[src/inc/strap_led_map.svh]
// Constants for the shared strap and LED pin block.
`ifndef STRAP_LED_MAP_SVH
`define STRAP_LED_MAP_SVH
`define PIN_COUNT         5
`define ADDR_BIT_ACT      0
`define ADDR_BIT_COL      1
`define ADDR_BIT_LINK     2
`define ADDR_BIT_TX       3
`define ADDR_BIT_RX       4
`define CLOCK_HZ          25000000
`define COL_STRETCH_MS    70
`define COL_STRETCH_CYC   ((`CLOCK_HZ / 1000) * `COL_STRETCH_MS)
`define CNT_W             21
`define FILL_LAST         3'h3
`endif

[src/inc/strap_led_pkg.sv]
// Types shared by the strap and LED pin block.
package strap_led_pkg;
  typedef enum logic [1:0] {ST_RESET, ST_SAMPLE, ST_RUN} phase_t;
  typedef struct packed
  {
    logic rx_active;
    logic tx_active;
    logic collision;
    logic link_up;
  } status_t;
  typedef struct packed
  {
    logic [4:0] in_lvl;
    logic [4:0] out_lvl;
    logic [4:0] out_en;
  } pins_t;
endpackage : strap_led_pkg

[src/rtl/strap_led_pins.sv]
// Shared address strap and status LED pins of the PHY.
// Notes on behaviour
// - In hardware reset pins are inputs; levels are sampled as reset ends.
// - Activity pin gives address bit 0, then drives activity LED.
// - Sampled low loads zero, sampled high loads one.
// - Activity LED lit on receive or transmit activity.
// - Collision pin gives address bit 1, then drives collision LED.
// - Collision LED held about 70 ms after a collision.
// - Link pin gives address bit 2, then drives link LED.
// - Link LED lit while link is valid.
// - Transmit pin gives address bit 3, then drives transmit LED.
// - Transmit LED lit while transmitting.
// - LED asserted level is inverse of the sampled strap level.
// - Software reset neither resamples nor turns pins into inputs.
// - Fifth pin gives address bit 4, then drives receive LED.
`timescale 1ns/1ns
`default_nettype none
`include "strap_led_map.svh"
module strap_led_pins
  import strap_led_pkg::*;
#(parameter int unsigned HOLD_CYC = `COL_STRETCH_CYC)
(
  // Clock, hardware reset and enable.
  input  wire logic                clock,
  input  wire logic                hardware_reset_n,
  input  wire logic                clk_en,
  // Software reset, which leaves the straps alone.
  input  wire logic                soft_reset,
  // Link status from the PHY core.
  input  wire strap_led_pkg::status_t status,
  // Address field of an incoming management frame.
  input  wire logic [4:0]          frame_addr,
  // Shared pins: order rx, tx, link, col, act from bit 4 down.
  input  wire logic [4:0]          pin_in,
  output logic [4:0]               pin_out,
  output logic [4:0]               pin_oe,
  // Latched address and match result.
  output logic [4:0]               management_address,
  output logic                     addr_match,
  output logic                     strap_valid
);
  import strap_led_pkg::*;

  logic   [4:0] sync1_r;
  logic   [4:0] sync2_r;
  logic   [4:0] sync3_r;
  logic   [4:0] stable_r;
  phase_t       phase_r;
  logic   [4:0] led_on;
  logic   [4:0] led_nxt;
  logic         col_active;
  logic         reset_n;

  assign reset_n = hardware_reset_n;

  // Three stage synchroniser; a level counts once stages two and three agree.
  always_ff @(posedge clock or negedge reset_n)
  begin
    if (!reset_n)
    begin
      sync1_r <= 5'h00;
      sync2_r <= 5'h00;
      sync3_r <= 5'h00;
    end
    else if (clk_en)
    begin
      sync1_r <= pin_in;
      sync2_r <= sync1_r;
      sync3_r <= sync2_r;
    end
  end

  // Filtered strap level, one bit per pin.
  always_ff @(posedge clock or negedge reset_n)
  begin
    if (!reset_n)
      stable_r <= 5'h00;
    else if (clk_en)
    begin
      for (int i = 0; i < `PIN_COUNT; i++)
        if (sync2_r[i] == sync3_r[i])
          stable_r[i] <= sync3_r[i];
    end
  end

  // After release the pins stay inputs until the synchroniser has filled,
  // since the asynchronous reset may not load a port value directly.
  logic [2:0] fill_r;
  always_ff @(posedge clock or negedge reset_n)
  begin
    if (!reset_n)
    begin
      phase_r <= ST_RESET;
      fill_r  <= 3'h0;
    end
    else if (clk_en)
    begin
      case (phase_r)
        ST_RESET:
        begin
          fill_r <= fill_r + 3'h1;
          if (fill_r == `FILL_LAST)
            phase_r <= ST_SAMPLE;
        end
        ST_SAMPLE: phase_r <= ST_RUN;
        default:   phase_r <= ST_RUN;
      endcase
    end
  end

  // Strap latch; the soft reset input is deliberately not used here.
  always_ff @(posedge clock or negedge reset_n)
  begin
    if (!reset_n)
      management_address <= 5'h00;
    else if (clk_en && phase_r == ST_SAMPLE)
      management_address <= stable_r;
  end

  // Collision stretcher.
  stretch_timer #(.HOLD_CYC(HOLD_CYC)) u_col
  (
    .clock   (clock),
    .reset_n (reset_n),
    .clk_en  (clk_en),
    .trigger (status.collision),
    .active  (col_active)
  );

  // LED conditions in pin order.
  always_comb
  begin
    led_on                = 5'h00;
    led_on[`ADDR_BIT_ACT]  = status.rx_active | status.tx_active;
    led_on[`ADDR_BIT_COL]  = col_active;
    led_on[`ADDR_BIT_LINK] = status.link_up;
    led_on[`ADDR_BIT_TX]   = status.tx_active;
    led_on[`ADDR_BIT_RX]   = status.rx_active;
    // An unlit pin shows its own strap level, a lit one the inverse of it.
    led_nxt = led_on ^ management_address;
  end

  // Registered pin drive; enables go high only once running.
  always_ff @(posedge clock or negedge reset_n)
  begin
    if (!reset_n)
    begin
      pin_out <= 5'h00;
      pin_oe  <= 5'h00;
    end
    else if (clk_en)
    begin
      pin_out <= (phase_r == ST_RUN) ? led_nxt : 5'h00;
      pin_oe  <= (phase_r == ST_RUN) ? 5'h1f : 5'h00;
    end
  end

  assign strap_valid = (phase_r == ST_RUN);
  assign addr_match  = strap_valid && (frame_addr == management_address);

  // Cycles since the last collision, counted apart from the stretcher so that
  // the hold check below does not merely restate the stretcher's own counter.
  logic [`CNT_W-1:0] col_age_r;
  always_ff @(posedge clock or negedge reset_n)
  begin
    if (!reset_n)
      col_age_r <= '1;
    else if (clk_en)
    begin
      if (status.collision)
        col_age_r <= '0;
      else if (col_age_r != '1)
        col_age_r <= col_age_r + `CNT_W'(1);
    end
  end

  // Address must not change while running, even across soft resets.
  a_addr_hold: assert property (@(posedge clock) disable iff (!reset_n)
    $past(strap_valid) && strap_valid |-> $stable(management_address))
    else $error("address changed after strap sampling");
  // A soft reset leaves every pin an output.
  a_soft_keep: assert property (@(posedge clock) disable iff (!reset_n)
    soft_reset && strap_valid && clk_en |=> strap_valid && (&pin_oe))
    else $error("soft reset released the pins");
  // Pins stay released until sampling is over, and all drive afterwards.
  a_pins_input: assert property (@(posedge clock) disable iff (!reset_n)
    !strap_valid |=> pin_oe == 5'h00)
    else $error("pin driven before sampling");
  a_pins_drive: assert property (@(posedge clock) disable iff (!reset_n)
    strap_valid && clk_en |=> (&pin_oe))
    else $error("pin not driven after sampling");
  // Each LED follows its condition one cycle later, inverted against its strap.
  a_link_led: assert property (@(posedge clock) disable iff (!reset_n)
    strap_valid && clk_en && $past(strap_valid) |=> pin_out[`ADDR_BIT_LINK] ==
    ($past(status.link_up) ^ management_address[`ADDR_BIT_LINK]))
    else $error("link LED level wrong");
  a_act_led: assert property (@(posedge clock) disable iff (!reset_n)
    strap_valid && clk_en |=> pin_out[`ADDR_BIT_ACT] ==
    (($past(status.rx_active) | $past(status.tx_active)) ^
    management_address[`ADDR_BIT_ACT]))
    else $error("activity LED level wrong");
  a_tx_led: assert property (@(posedge clock) disable iff (!reset_n)
    strap_valid && clk_en |=> pin_out[`ADDR_BIT_TX] ==
    ($past(status.tx_active) ^ management_address[`ADDR_BIT_TX]))
    else $error("transmit LED level wrong");
  a_rx_led: assert property (@(posedge clock) disable iff (!reset_n)
    strap_valid && clk_en |=> pin_out[`ADDR_BIT_RX] ==
    ($past(status.rx_active) ^ management_address[`ADDR_BIT_RX]))
    else $error("receive LED level wrong");
  a_col_led: assert property (@(posedge clock) disable iff (!reset_n)
    strap_valid && clk_en |=> pin_out[`ADDR_BIT_COL] ==
    ($past(col_active) ^ management_address[`ADDR_BIT_COL]))
    else $error("collision LED level wrong");
  a_col_start: assert property (@(posedge clock) disable iff (!reset_n)
    clk_en && status.collision |=> col_active)
    else $error("collision not stretched");
  a_col_hold: assert property (@(posedge clock) disable iff (!reset_n)
    col_active == (col_age_r < `CNT_W'(HOLD_CYC)))
    else $error("collision LED hold length wrong");
  a_sample_load: assert property (@(posedge clock) disable iff (!reset_n)
    phase_r == ST_SAMPLE && clk_en |=> management_address == $past(stable_r))
    else $error("strap not loaded");
  a_match: assert property (@(posedge clock) disable iff (!reset_n)
    addr_match |-> frame_addr == management_address)
    else $error("bad address match");

  c_run: cover property (@(posedge clock) disable iff (!reset_n) $rose(strap_valid));
  c_col: cover property (@(posedge clock) disable iff (!reset_n) $fell(col_active));
  c_match: cover property (@(posedge clock) disable iff (!reset_n) addr_match);
  c_soft: cover property (@(posedge clock) disable iff (!reset_n) soft_reset && strap_valid);
endmodule : strap_led_pins
`default_nettype wire

[src/rtl/stretch_timer.sv]
// Retriggerable pulse stretcher for the collision LED.
`timescale 1ns/1ns
`default_nettype none
`include "strap_led_map.svh"
module stretch_timer #(parameter int unsigned HOLD_CYC = `COL_STRETCH_CYC)
(
  // Clock, reset and enable.
  input  wire logic clock,
  input  wire logic reset_n,
  input  wire logic clk_en,
  // Trigger and stretched output.
  input  wire logic trigger,
  output logic      active
);
  logic [`CNT_W-1:0] count_r;

  // Each collision reloads the count, so bursts keep the LED lit.
  always_ff @(posedge clock or negedge reset_n)
  begin
    if (!reset_n)
      count_r <= '0;
    else if (clk_en)
    begin
      if (trigger)
        count_r <= `CNT_W'(HOLD_CYC);
      else if (count_r != '0)
        count_r <= count_r - `CNT_W'(1);
    end
  end

  assign active = (count_r != '0);
endmodule : stretch_timer
`default_nettype wire
[config.mk]
export PLATFORM = sky130hd
export DESIGN_NAME = strap_led_pins
export DESIGN_NICKNAME = d
export VERILOG_FILES = /design/src/inc/strap_led_pkg.sv /design/src/rtl/strap_led_pins.sv /design/src/rtl/stretch_timer.sv
export VERILOG_INCLUDE_DIRS = /design/src /design/src/inc
export SDC_FILE = /design/constraint.sdc
export NUM_CORES = 1
export LEC_CHECK = 0
export BUFFER_PORTS_ARGS = -buffer_cell sky130_fd_sc_hd__buf_2
export CAP_MARGIN = 20
export CORE_MARGIN = 4
export CORE_UTILIZATION = 55
export DETAILED_ROUTE_END_ITERATION = 16
export GPL_ROUTABILITY_DRIVEN = 1
export GPL_TIMING_DRIVEN = 0
export PLACE_DENSITY_LB_ADDON = 0.12
export SYNTH_ARGS = -nofsm -noshare
export SYNTH_HDL_FRONTEND = slang
export SYNTH_HIERARCHICAL = 1
export SYNTH_SLANG_ARGS = --single-unit
export TNS_END_PERCENT = 1
[constraint.sdc]
create_clock -name clock -period 3.3 [get_ports clock]
set_input_delay 0.33 -clock clock [delete_from_list [all_inputs] [get_ports clock]]
set_output_delay 0.33 -clock clock [all_outputs]
set_load 0.02 [all_outputs]
## Yosys cells after proc, flatten, opt, wreduce, memory -nomap -nowiden

Index checks and enable logic that the tools add are counted.

- Reduce and logical (&&, ||, !) cells: 13
- Bitwise gates (word level): 2
- Eq/ne operators: 10
- Add/sub/neg operators: 2
- Multiplexer cells: 6

Operators with widths:

| cell | count |
|---|---|
| $mux W21 | 2 |
| $reduce_bool A21 Y1 | 1 |
| $sub A21 B1 Y21 const B | 1 |
| $reduce_and A2 Y1 | 8 |
| $mux W5 | 2 |
| $eq A1 B1 Y1 | 5 |
| $eq A5 B5 Y1 | 1 |
| $xor A5 B5 Y5 | 1 |
| $mux W2 | 2 |
| $add A3 B1 Y3 const B | 1 |
| $eq A3 B2 Y1 const B | 1 |
| $eq A2 B1 Y1 const B | 1 |
| $eq A2 B2 Y1 const B | 1 |
| $logic_and A1 B1 Y1 | 2 |
| $logic_not A2 Y1 | 1 |
| $ne A2 B2 Y1 const B | 1 |
| $reduce_bool A2 Y1 | 1 |
| $or A1 B1 Y1 | 1 |

- Output and inout bits: 17
- Input bits: 18
- Bits in registers: 61
- Word-level logic and storage cells: 47

## Longest topological paths before layout

Gate-level depths: netlist (run 1).

- Word-level depth: 3
- Mapped depth: 7
- Gate-level depth less buffers: 7

## Hierarchy

The synthesis (run 1) kept the hierarchy.

By module, submodules not included:

| module | area an instance (um^2) | sequential area each (um^2) | cells an instance | times used |
|---|---|---|---|---|
| strap_led_pins | 1587.8 | 900.9 | 123 | 1 |
| stretch_timer | 1471.4 | 525.5 | 178 | 1 |

## Worst setup path before layout (run 1)

OpenSTA, ideal clock, no wires.

- Kind: reg2reg
- From: register u_col.count_r[0]
- To: register u_col.count_r[20]
- Path slack: 1247 ps
- Buffers on the path: 1
- Clock period less this slack: 2053 ps
- Data arrival time: 1967 ps
- Data required time: 3213 ps
- Setup time: 87 ps
- Stages on the path, launching flop included: 7
- Cell sequence: dfrtp_1 > inv_1 > ha_1 > or4b_1 > clkbuf_1 > or4_1 > o211ai_1

- Cells in the longest elaborated chain, start to end: 3
- Elaborated cells on any way between the ends: 6
- Those cells by class: add/sub (1); mux (2); reduce/logical (3)

Ends and longest elaborated chain:

| what | RTL line | source |
|---|---|---|
| start: declaration | stretch_timer.sv:15 | `` logic [`CNT_W-1:0] count_r; `` |
| start signal: assignment | stretch_timer.sv:25 | `` count_r <= `CNT_W'(HOLD_CYC); `` |
| start signal: assignment | stretch_timer.sv:27 | `` count_r <= count_r - `CNT_W'(1); `` |
| $sub A21 B1 Y21 or $reduce_bool A21 Y1 (tied branches) | stretch_timer.sv:27, stretch_timer.sv:26 |  |
| $mux W21 or $reduce_bool A2 Y1 (tied branches) | -- |  |
| $mux W21 or $reduce_and A2 Y1 (tied branches) | -- |  |

Several ways; a longest one is shown, not always the timed one. The select of a mux whose other input is x is not followed.
A chain may end at the register's enable or synchronous reset.

## Worst setup path in the final report (run 1)

- From: register u_col.count_r[0]
- To: register u_col.count_r[14]

Same word-level chain as after synthesis.

==> reports/metrics.cfg, run 1 <==
[final_layout]
n_antenna_cell = 0
fin_nets = 368
drive_gt1_frac = 0.259
final_core_utilization = 0.678
final_area_um2 = 3550
areaGrowthSynthToFinish_pct = 16.1
n_fill_cell = 408

[logic_synthesis]
synth_edf_count = 0
yosys.area.top_type_share = 0.466
yosysTopAreaCell = dfrtp_1
yosys-top-cells-area = dfrtp_1, mux2_2, nor2_1, a21oi_1, inv_1
avgSynthCellArea_um2 = 10.2
ys_async_sr_fraction = 1.00
syn_area_um2 = 3060
synth_cell_types = 59
synth_seq_cells = 57
yosysSeqAreaShare = 0.466
synthFlopType = dfrtp_1
netlist_instances = 301
yosys_warnings = 6
syn_nets = 323

[worst_setup_path]
required_ns = 3.51
worstSetupStartpointType = flip-flop
critPathMaxFanout = 8
r2r-start = u_col/count_r[0]
crit_type = flip-flop to flip-flop
critPathLaunch = u_col/count_r[0]
cp.arrival_ns = 2.66
crit_path_end_kind = flip-flop

[timing]
maxSlewViolCount = 0
worst_slack_ns = 0.852
setup-violations-final = 0
finalHoldViolCount = 0
rsz0062_at_grt = false
fin_crit_ns = 2.45
setup_tns_ns = 0
clock_skew_ns = 0.00597
timing.fmax_mhz = 409
relSlewSlack = 0.460
post-route-period-util = 0.742
worst_pin_slew_ns = 0.803

[run_status]
status = completed

[drt]
drtPass1Iterations = 5
ant_nets = 0
drt-total-wl_mm = 6.75
drc_errors = 0
drt-wirelength-per-cell_um = 16.0
via_per_inst = 5.91
num_vias = 2488
drtIter0Drc = 238

[grt]
antenna_found_initial = 0
grt_pass1_wl_mm = 11.3
grt_max_degree = 32
gr-usage-all-layers = 0.221
grt_overflow_total = 0
grt_pass1_vias = 2320

[clock_network]
clkSinkCount = 57
cts_root_buffer = clkbuf_8
cts_made_buffers = 9
cts_tree = yes
cts_resized = 0
clk_pin_slew_ns = 0.07
postCtsSetupRepairBufs = 0
clk_latency_ns = 0.33
htreeDepth = 3
ctsHoldBuffers = 0
clock_path_buffers = 2

[die]
ios = 35
die_h_um = 82.6
die_width_um = 82.6
num_rows = 26
die_area_um2 = 6820
initial_core_util = 0.584
fp.coreArea_um2 = 5240

[placement]
numPortBuffers = 33
dp_slack_ns = 0.923
dp_hpwl_mm = 4.73
placed_area_um2 = 3330
gp_congestion = 0.903

[pwr]
leakage_nw = 1.54
vdd_drop_max_mv = 0.414
power_mw = 2.51
p_per_area_nw_per_um2 = 708

[job]
cap_violations = 0

[min_path]
min_path_type = primary input to asynchronous set/reset pin

## logic make-up (layout without fill, tap and decap cells)
group / Yosys count / after routing / synth area share
xor+xnor: 11 / 11 / 0.0315
fa+ha+maj: 4 / 4 / 0.0164
mux: 22 / 22 / 0.0818
compound gates: 67 / 67 / 0.155
buf+inv: 35 / 85 / 0.0536
simple gates: 105 / 105 / 0.195
flops: 57 / 57 / 0.466
## cell usage after synthesis (3+ instances only)
cell and number:
ha_1 4, o311ai_0 4, dfrtp_1 57, nand4_1 6
xnor2_1 5, nand3_1 5, o21ai_0 8, or4_1 3
nand2b_1 5, a21oi_1 19, nor2_1 30, xor2_1 6
or2_2 3, a311oi_1 4, o211ai_1 5, inv_1 17
nand2_1 15, o22ai_1 6, buf_4 6, or3_1 4
clkbuf_1 9, nor4_1 8, and3_1 4, mux2_2 20
nor3_1 7
## report_power, final
group	internal, mW	total (mW)	switching (mW)	leakage, nW
Sequential	0.879	1.07	0.187	0.677
Clock	0.424	0.713	0.288	0.109
Combinational	0.332	0.735	0.403	0.754
Total	1.64	2.51	0.878	1.54
## critical path, cell delays in order, from the launching register on
cell and delay, ns:
dfrtp_1 0.42, inv_1 0.09, ha_1 0.34, or4b_1 0.47, clkbuf_1 0.25, nor3_1 0.34, nand3_1 0.12, o311ai_0 0.30
## layout by cell type (no fill, tap or decap), types with 5 or more instances in the layout
cell / Yosys / layout
mux2_2: 20 / 20
a21oi_1: 19 / 19
nor3_1: 7 / 7
nand3_1: 5 / 5
inv_1: 17 / 17
nand2b_1: 5 / 5
xor2_1: 6 / 6
o211ai_1: 5 / 5
nor2_1: 30 / 30
o22ai_1: 6 / 6
buf_4: 6 / 6
nor4_1: 8 / 8
o21ai_0: 8 / 8
clkbuf_1: 9 / 9
nand4_1: 6 / 6
clkbuf_8: 0 / 9
dfrtp_1: 57 / 57
buf_2: 2 / 35
xnor2_1: 5 / 5
nand2_1: 15 / 15
## state kept, by name, indices dropped and copies added, names as in the netlist
signal and flops:
sync3_r 5, phase_r 2, sync1_r 5, pin_oe 1, stable_r 5, u_col/count_r 21
sync2_r 5, fill_r 3, management_address 5, pin_out 5
## through the flow
stage          instances  hold slack (ns)
2_1_floorplan        301           0.0344
3_3_place_gp         404            0.461
3_5_place_dp         405            0.381
4_1_cts              421           0.0279
5_1_grt              421           0.0477
6_report             421           0.0126
## worst paths after layout
kind                       slack [ns]  cells past startpoint               endpoint
max reg2reg                      0.85                      7      u_col/count_r[14]
max                              0.85                      7      u_col/count_r[14]
min                              0.01                      1      u_col/count_r[10]
max in group asynchronous        2.71                      2  management_address[0]
min reg2reg                      0.47                      1              fill_r[0]
min in group clock               0.23                      2             sync1_r[3]
## area by class of cell
| class | count | area (um2) | area share |
|---|---|---|---|
| multi-input combinational | 209 | 1470 | 0.414 |
| inverter | 17 | 63.8 | 0.0180 |
| clock buffer | 9 | 124 | 0.0349 |
| clock inverter | 7 | 95.1 | 0.0268 |
| buffer | 18 | 100 | 0.0282 |
| sequential | 57 | 1430 | 0.402 |
| tap | 70 | 87.6 | 0.0247 |
| timing repair buffer | 34 | 185 | 0.0521 |
## routing by layer
layer	GRT usage	part of all wire	wire [um]	up-vias
li1	-	-	-	1197
met1	0.324	0.46	3100	1175
met2	0.325	0.45	3010	105
met3	0.0434	0.081	546	11
met4	0.0784	0.015	98	0
met5	0	0	0	-
Note: power is estimated with default switching activity, not from simulation.
==> run 2: changes to the inputs <==
clock period = 2.5 ns   (was 3.3 ns; I/O delays follow)
==> run 2 against run 1 <==
  * Cell count rose by 0.24%
  * Largest cell class unchanged
  * Total power up 32%
  * Global-route usage did not move
  * Combinational power grew 32%
  * Core utilization grew 0.45 points
  * Worst setup slack got worse by 0.71 ns
  * Critical endpoint is now u_col/count_r[20]
  * Wire length grew 0.31%
  * Sequential cell count unchanged
  * Final area up 0.67%
  * Sequential power is 32% higher
  * Clock skew barely moved
  * Count of clock-buffer cells in the layout unchanged
==> reports/metrics.cfg, run 2 (synthesis results as in run 1) <==
[run_status]
status = completed  ; unchanged

[pwr]
netSwitchingFraction = 0.349  ; about the same
seq_power_share = 0.424  ; about the same
p_per_area_nw_per_um2 = 930  ; was 708 nW/um2
switching_power_mw = 1.16  ; was 0.878 mW
p_comb_frac = 0.293  ; was 0.292
p_int_mw = 2.16  ; was 1.64 mW
vdd_drop_max_mv = 0.546  ; was 0.414 mV
clkPwrFrac = 0.283  ; about the same
leakage_nw = 1.54  ; about the same

[worst_setup_path]
required_ns = 2.74  ; was 3.51 ns
r2r_slack_ns = 0.14  ; was 0.85 ns
worstSetupStartpointType = flip-flop  ; unchanged
critPathMaxFanout = 8  ; unchanged
crit_path_end_kind = flip-flop  ; unchanged
r2r-start = u_col/count_r[0]  ; unchanged
r2r-end = u_col/count_r[20]  ; was u_col/count_r[14]
r2r_cells = 6  ; was 7
crit_type = flip-flop to flip-flop  ; unchanged
cp.arrival_ns = 2.60  ; was 2.66 ns

[placement]
dp_slack_ns = 0.123  ; was 0.923 ns
dp_cells = 405  ; unchanged
dp_hpwl_mm = 4.73  ; unchanged
gp_congestion = 0.903  ; unchanged
placed_area_um2 = 3330  ; unchanged
numPortBuffers = 33  ; unchanged

[timing]
clock_skew_ns = 0.00622  ; was 0.00597 ns
worst_pin_slew_ns = 0.647  ; was 0.803 ns
post-route-period-util = 0.945  ; was 0.742
maxSlewViolCount = 0  ; unchanged
setup_tns_ns = 0  ; unchanged
setup-violations-final = 0  ; unchanged
worst_slack_ns = 0.138  ; was 0.852 ns
fin_crit_ns = 2.36  ; was 2.45 ns
finalHoldViolCount = 0  ; unchanged
relSlewSlack = 0.564  ; was 0.460
rsz0062_at_grt = false  ; unchanged
timing.fmax_mhz = 423  ; was 409 MHz

[drt]
routed-wl-met2_mm = 3.01  ; about the same
drtIter0Drc = 216  ; was 238
drt-total-wl_mm = 6.77  ; was 6.75 mm
wl_met1_mm = 3.19  ; was 3.10 mm
via_per_inst = 5.87  ; was 5.91
drc_errors = 0  ; unchanged
wl_met3_um = 454  ; was 546 um
drtPass1Iterations = 5  ; unchanged
ant_nets = 0  ; unchanged
drt-wirelength-per-cell_um = 16.0  ; about the same
top_layer = met4  ; unchanged
num_vias = 2478  ; was 2488

[clock_network]
htreeDepth = 3  ; unchanged
clk_pin_slew_ns = 0.07  ; about the same
clock_path_buffers = 2  ; unchanged
clkSinkCount = 57  ; unchanged
cts_made_buffers = 9  ; unchanged
clk_latency_ns = 0.33  ; about the same
cts_tree = yes  ; unchanged
cts_root_buffer = clkbuf_8  ; unchanged
postCtsSetupRepairBufs = 0  ; unchanged

[final_layout]
final_area_um2 = 3570  ; was 3550 um2
stdcell_count = 422  ; was 421
fin_nets = 369  ; was 368
seqCellArea_um2 = 1430  ; unchanged
n_fill_cell = 406  ; was 408
top_register = u_col/count_r  ; unchanged
n_antenna_cell = 0  ; unchanged
final_common_cell = dfrtp_1  ; unchanged
multi_input_area_um2 = 1480  ; was 1470 um2
final_cell_mix = dfrtp_1, buf_2, nor2_1  ; unchanged
areaGrowthSynthToFinish_pct = 16.9  ; was 16.1%
largest_register_ffs = 21  ; unchanged
drive_gt1_frac = 0.267  ; was 0.259

[grt]
grt_pass1_wl_mm = 11.3  ; unchanged
antenna_found_initial = 0  ; unchanged
grt_overflow_total = 0  ; unchanged
grt_pass1_vias = 2320  ; unchanged
gr-usage-all-layers = 0.221  ; unchanged
grt_max_degree = 32  ; unchanged

[die]
initial_core_util = 0.584  ; unchanged
fp.coreArea_um2 = 5240  ; unchanged
num_rows = 26  ; unchanged
die_area_um2 = 6820  ; unchanged
die_width_um = 82.6  ; unchanged
die_h_um = 82.6  ; unchanged
ios = 35  ; unchanged

[min_path]
min_path_type = primary input to flip-flop  ; was primary input to asynchronous set/reset pin
whs_endpoint = sync1_r[3]
worstHoldStart = pin_in[3]
holdPathStages = 2

[job]
cap_violations = 0  ; unchanged

[run 2: cell count changes in the layout (fill, tap and decap cells not counted), sizes merged]
cell,previous run,this run
dlygate4sd3,0,1
[run 2: worst max path at each step]
stage | from | endpoint
after global placement | u_col/count_r[0] | u_col/count_r[20]
after floorplan | u_col/count_r[0] | u_col/count_r[20]
after detailed placement | u_col/count_r[0] | u_col/count_r[14]
final | u_col/count_r[0] | u_col/count_r[20]
after CTS | u_col/count_r[0] | u_col/count_r[14]
after global routing | u_col/count_r[7] | u_col/count_r[14]
[run 2: what timing repair did]
| action | 4_1_cts | 5_1_grt |
|---|---|---|
| endpoints found under the hold margin | 26 | 0 |
| hold buffers | 1 | 0 |
| setup endpoints to repair | 0 | 4 |
| resized for setup | 0 | 3 |
[run 2: area by class of cell]
class,instances,share of cell area
plain buffers,18,0.0280
clock buffers,9,0.0347
clock inverters,7,0.0266
inverters,17,0.0179
multi-input cells,209,0.415
flip-flops and latches,57,0.399
well taps,70,0.0245
repair buffers,35,0.0546
[run 2: layer usage]
layer  vias up  track usage
met4         0       0.0784
li1       1204            -
met5         -            0
met3        15       0.0434
met2       100        0.325
met1      1159        0.324
[run 2: power by group through the flow]
stage | combinational, mW | clock [mW] | sequential [mW]
finish | 0.973 | 0.939 | 1.41
global route | 1.09 | 1.00 | 1.45
CTS | 0.976 | 0.960 | 1.41
detailed placement | 0.964 | 0 | 1.42
global placement | 0.934 | 0 | 1.41
floorplan | 0.602 | 0 | 1.46
[run 2: critical path, stage by stage, from the launching register on]
cell,delay [ns]
dfrtp_1,0.42
inv_1,0.10
ha_2,0.28
or4b_1,0.46
clkbuf_1,0.25
or4_1,0.56
o211ai_1,0.20
[run 2: per-stage QoR]
step           total power, mW  utilization  hold WS [ns]
5_1_grt                   3.54        0.683         0.144
3_3_place_gp              2.34        0.632         0.461
4_1_cts                   3.34        0.680         0.141
6_report                  3.32        0.683         0.153
3_5_place_dp              2.38        0.636         0.301
2_1_floorplan             2.07            -       -0.0456
==> run 3: changes to the inputs <==
CORE_UTILIZATION = 53   (was 55)
clock period = 2.1 ns   (was 2.5 ns; I/O delays follow)
==> run 3 against run 2 <==
  * The run now ends with negative setup slack left
  * Maximum frequency up 11%
  * Wire length up 2.2%
  * Register-to-register slack got worse by 0.16 ns
  * Final area is 2.7% higher
  * Count of clock-buffer cells in the layout up 1
  * Cell count grew 1.7%
  * Global-route usage fell by 0.84 points
  * Worst setup slack worse by 0.16 ns
  * Worst hold slack got worse by 0.058 ns
  * Highest routed layer unchanged
==> reports/metrics.cfg, run 3 (synthesis results as in run 1) <==
[grt]
globalRouteMet2Util = 0.319  ; was 0.325
grt_use_met3 = 0.0632  ; was 0.0434
busiest_layer = met2  ; unchanged
grt_max_degree = 39  ; was 32
grt_pass1_vias = 2453  ; was 2320
grt_pass1_wl_mm = 11.9  ; was 11.3 mm
grt_util_met1 = 0.287  ; was 0.324
gr-usage-all-layers = 0.212  ; was 0.221
grt_overflow_total = 0  ; unchanged
antenna_found_initial = 0  ; unchanged

[run_status]
violations = negative setup slack
status = complete, but fails checks  ; was completed

[drt]
ant_nets = 0  ; unchanged
drc_errors = 0  ; unchanged
drtPass1Iterations = 4  ; was 5
drtIter0Drc = 222  ; was 216
num_vias = 2515  ; was 2478
drt-wirelength-per-cell_um = 16.1  ; was 16.0 um
via_per_inst = 5.86  ; was 5.87
drt-total-wl_mm = 6.92  ; was 6.77 mm

[min_path]
worstHoldStart = pin_in[1]  ; was pin_in[3]
min_path_type = primary input to flip-flop  ; unchanged
whs_endpoint = sync1_r[1]  ; was sync1_r[3]
holdPathStages = 2  ; unchanged

[worst_setup_path]
required_ns = 2.29  ; was 2.74 ns
crit_family = simple AND/OR/NAND/NOR gates  ; unchanged
worstSetupStartpointType = flip-flop  ; unchanged
critPathMaxFanout = 6  ; was 8
crit_path_end_kind = flip-flop  ; unchanged
r2r_slack_ns = -0.02  ; was 0.14 ns
r2r_cells = 5  ; was 6
r2r-end = u_col/count_r[3]  ; was u_col/count_r[20]
cp_slowest_cell = or4_1  ; unchanged
r2r-start = u_col/count_r[8]  ; was u_col/count_r[0]
crit_buf_inv = 1  ; was 2
crit_type = flip-flop to flip-flop  ; unchanged
cp.arrival_ns = 2.31  ; was 2.60 ns
max_stage_delay_ns = 0.55  ; was 0.56 ns
path_cells = or4_1 -> buf_6 -> or4_4 -> o2111ai_2 -> o311ai_1  ; was inv_1 -> ha_2 -> or4b_1 -> clkbuf_1 -> or4_1 -> o211ai_1
critPathLaunch = u_col/count_r[8]  ; was u_col/count_r[0]

[placement]
dp_hpwl_mm = 4.86  ; was 4.73 mm
placed_area_um2 = 3330  ; about the same
gp_congestion = 0.891  ; was 0.903
dp_cells = 407  ; was 405
numPortBuffers = 33  ; unchanged

[timing]
maxSlewViolCount = 0  ; unchanged
finalHoldViolCount = 0  ; unchanged
setup-violations-final = 1  ; was 0
rsz0062_at_grt = true  ; was false
worst_slack_ns = -0.0220  ; was 0.138 ns
post-route-period-util = 1.01  ; was 0.945
worst_pin_slew_ns = 0.594  ; was 0.647 ns
relSlewSlack = 0.604  ; was 0.564
timing.fmax_mhz = 471  ; was 423 MHz
setup_tns_ns = -0.0220  ; was 0 ns
fin_crit_ns = 2.12  ; was 2.36 ns
clock_skew_ns = 0.00670  ; was 0.00622 ns

[clock_network]
cts_tree = yes  ; unchanged
cts_made_buffers = 9  ; unchanged
clkSinkCount = 57  ; unchanged
clk_pin_slew_ns = 0.07  ; about the same
cts_root_buffer = clkbuf_8  ; unchanged
htreeDepth = 3  ; unchanged
clk_latency_ns = 0.34  ; was 0.33 ns
clock_path_buffers = 2  ; unchanged

[die]
die_width_um = 84.0  ; was 82.6 um
ios = 35  ; unchanged
fp.coreArea_um2 = 5540  ; was 5240 um2
die_area_um2 = 7050  ; was 6820 um2
initial_core_util = 0.552  ; was 0.584
num_rows = 27  ; was 26
die_h_um = 84.0  ; was 82.6 um

[final_layout]
largest_register_ffs = 21  ; unchanged
stdcell_count = 429  ; was 422
areaGrowthSynthToFinish_pct = 20.0  ; was 16.9%
top_register = u_col/count_r  ; unchanged
fin_nets = 374  ; was 369
drive_gt1_frac = 0.317  ; was 0.267
final_area_um2 = 3670  ; was 3570 um2
final_cell_mix = dfrtp_1, buf_2, nor2_1  ; unchanged
n_antenna_cell = 0  ; unchanged
final_common_cell = dfrtp_1  ; unchanged

[pwr]
leakage_nw = 1.57  ; was 1.54 nW
vdd_drop_max_mv = 0.611  ; was 0.546 mV
p_per_area_nw_per_um2 = 1070  ; was 930 nW/um2

[job]
cap_violations = 0  ; unchanged

[run 3: changes by cell type in the layout (fill, tap and decap cells not counted), sizes merged]
cell | previous run | this run
clkinvlp | 1 | 2
buf | 43 | 50
clkinv | 4 | 3
bufinv | 2 | 1
clkbuf | 18 | 17
[run 3: layer usage]
metal	routed length (um)	vias to the layer above
met4	76	0
met2	3240	81
li1	-	1215
met5	0	-
met3	420	8
met1	3190	1211
[run 3: area by class of cell]
cell class              instances  area, um2
inverters                      17       63.8
flip-flops and latches         57       1430
plain buffers                  17        105
fillers                       469       1870
multi-input cells             209       1540
repair buffers                 41        240
clock inverters                 6       67.6
well taps                      72       90.1
clock buffers                  10        138
[run 3: power by group]
part	switching, mW	total [mW]	internal, mW
Clock	0.458	1.04	0.581
Sequential	0.297	1.68	1.38
Combinational	0.649	1.22	0.567
Total	1.40	3.94	2.53
[run 3: through the flow]
stage | total power [mW] | worst slack [ns] | utilization | hold slack, ns
finish | 3.94 | -0.0220 | 0.662 | 0.0954
global route | 4.20 | -0.115 | 0.662 | 0.0840
CTS | 3.96 | -0.0114 | 0.658 | 0.0784
detailed placement | 2.84 | -0.266 | 0.602 | 0.196
global placement | 2.79 | -0.219 | 0.598 | 0.441
floorplan | 2.46 | 0.0465 | - | -0.0856
[run 3: worst max-delay path by stage]
| stage | endpoint | slack, ns | depth (start not counted) |
|---|---|---|---|
| floorplan | u_col/count_r[20] | 0.05 | 6 |
| global placement | u_col/count_r[20] | -0.22 | 6 |
| detailed placement | u_col/count_r[14] | -0.27 | 7 |
| CTS | u_col/count_r[3] | -0.01 | 5 |
| global route | u_col/count_r[20] | -0.11 | 5 |
| finish | u_col/count_r[3] | -0.02 | 5 |
[run 3: timing repair]
item | in CTS | in global routing
hold buffers | 1 | 0
endpoints found under the setup margin | 13 | 18
resized for setup | 13 | 14
hold endpoints to repair | 19 | 0
setup buffers | 6 | 0
gates cloned | 0 | 0
pin swaps | 0 | 1
[run 3: worst reg2reg max path, cell delays in order (launching register included)]
cell	delay, ns
dfrtp_1	0.41
or4_1	0.55
buf_6	0.16
or4_4	0.53
o2111ai_2	0.20
o311ai_1	0.13
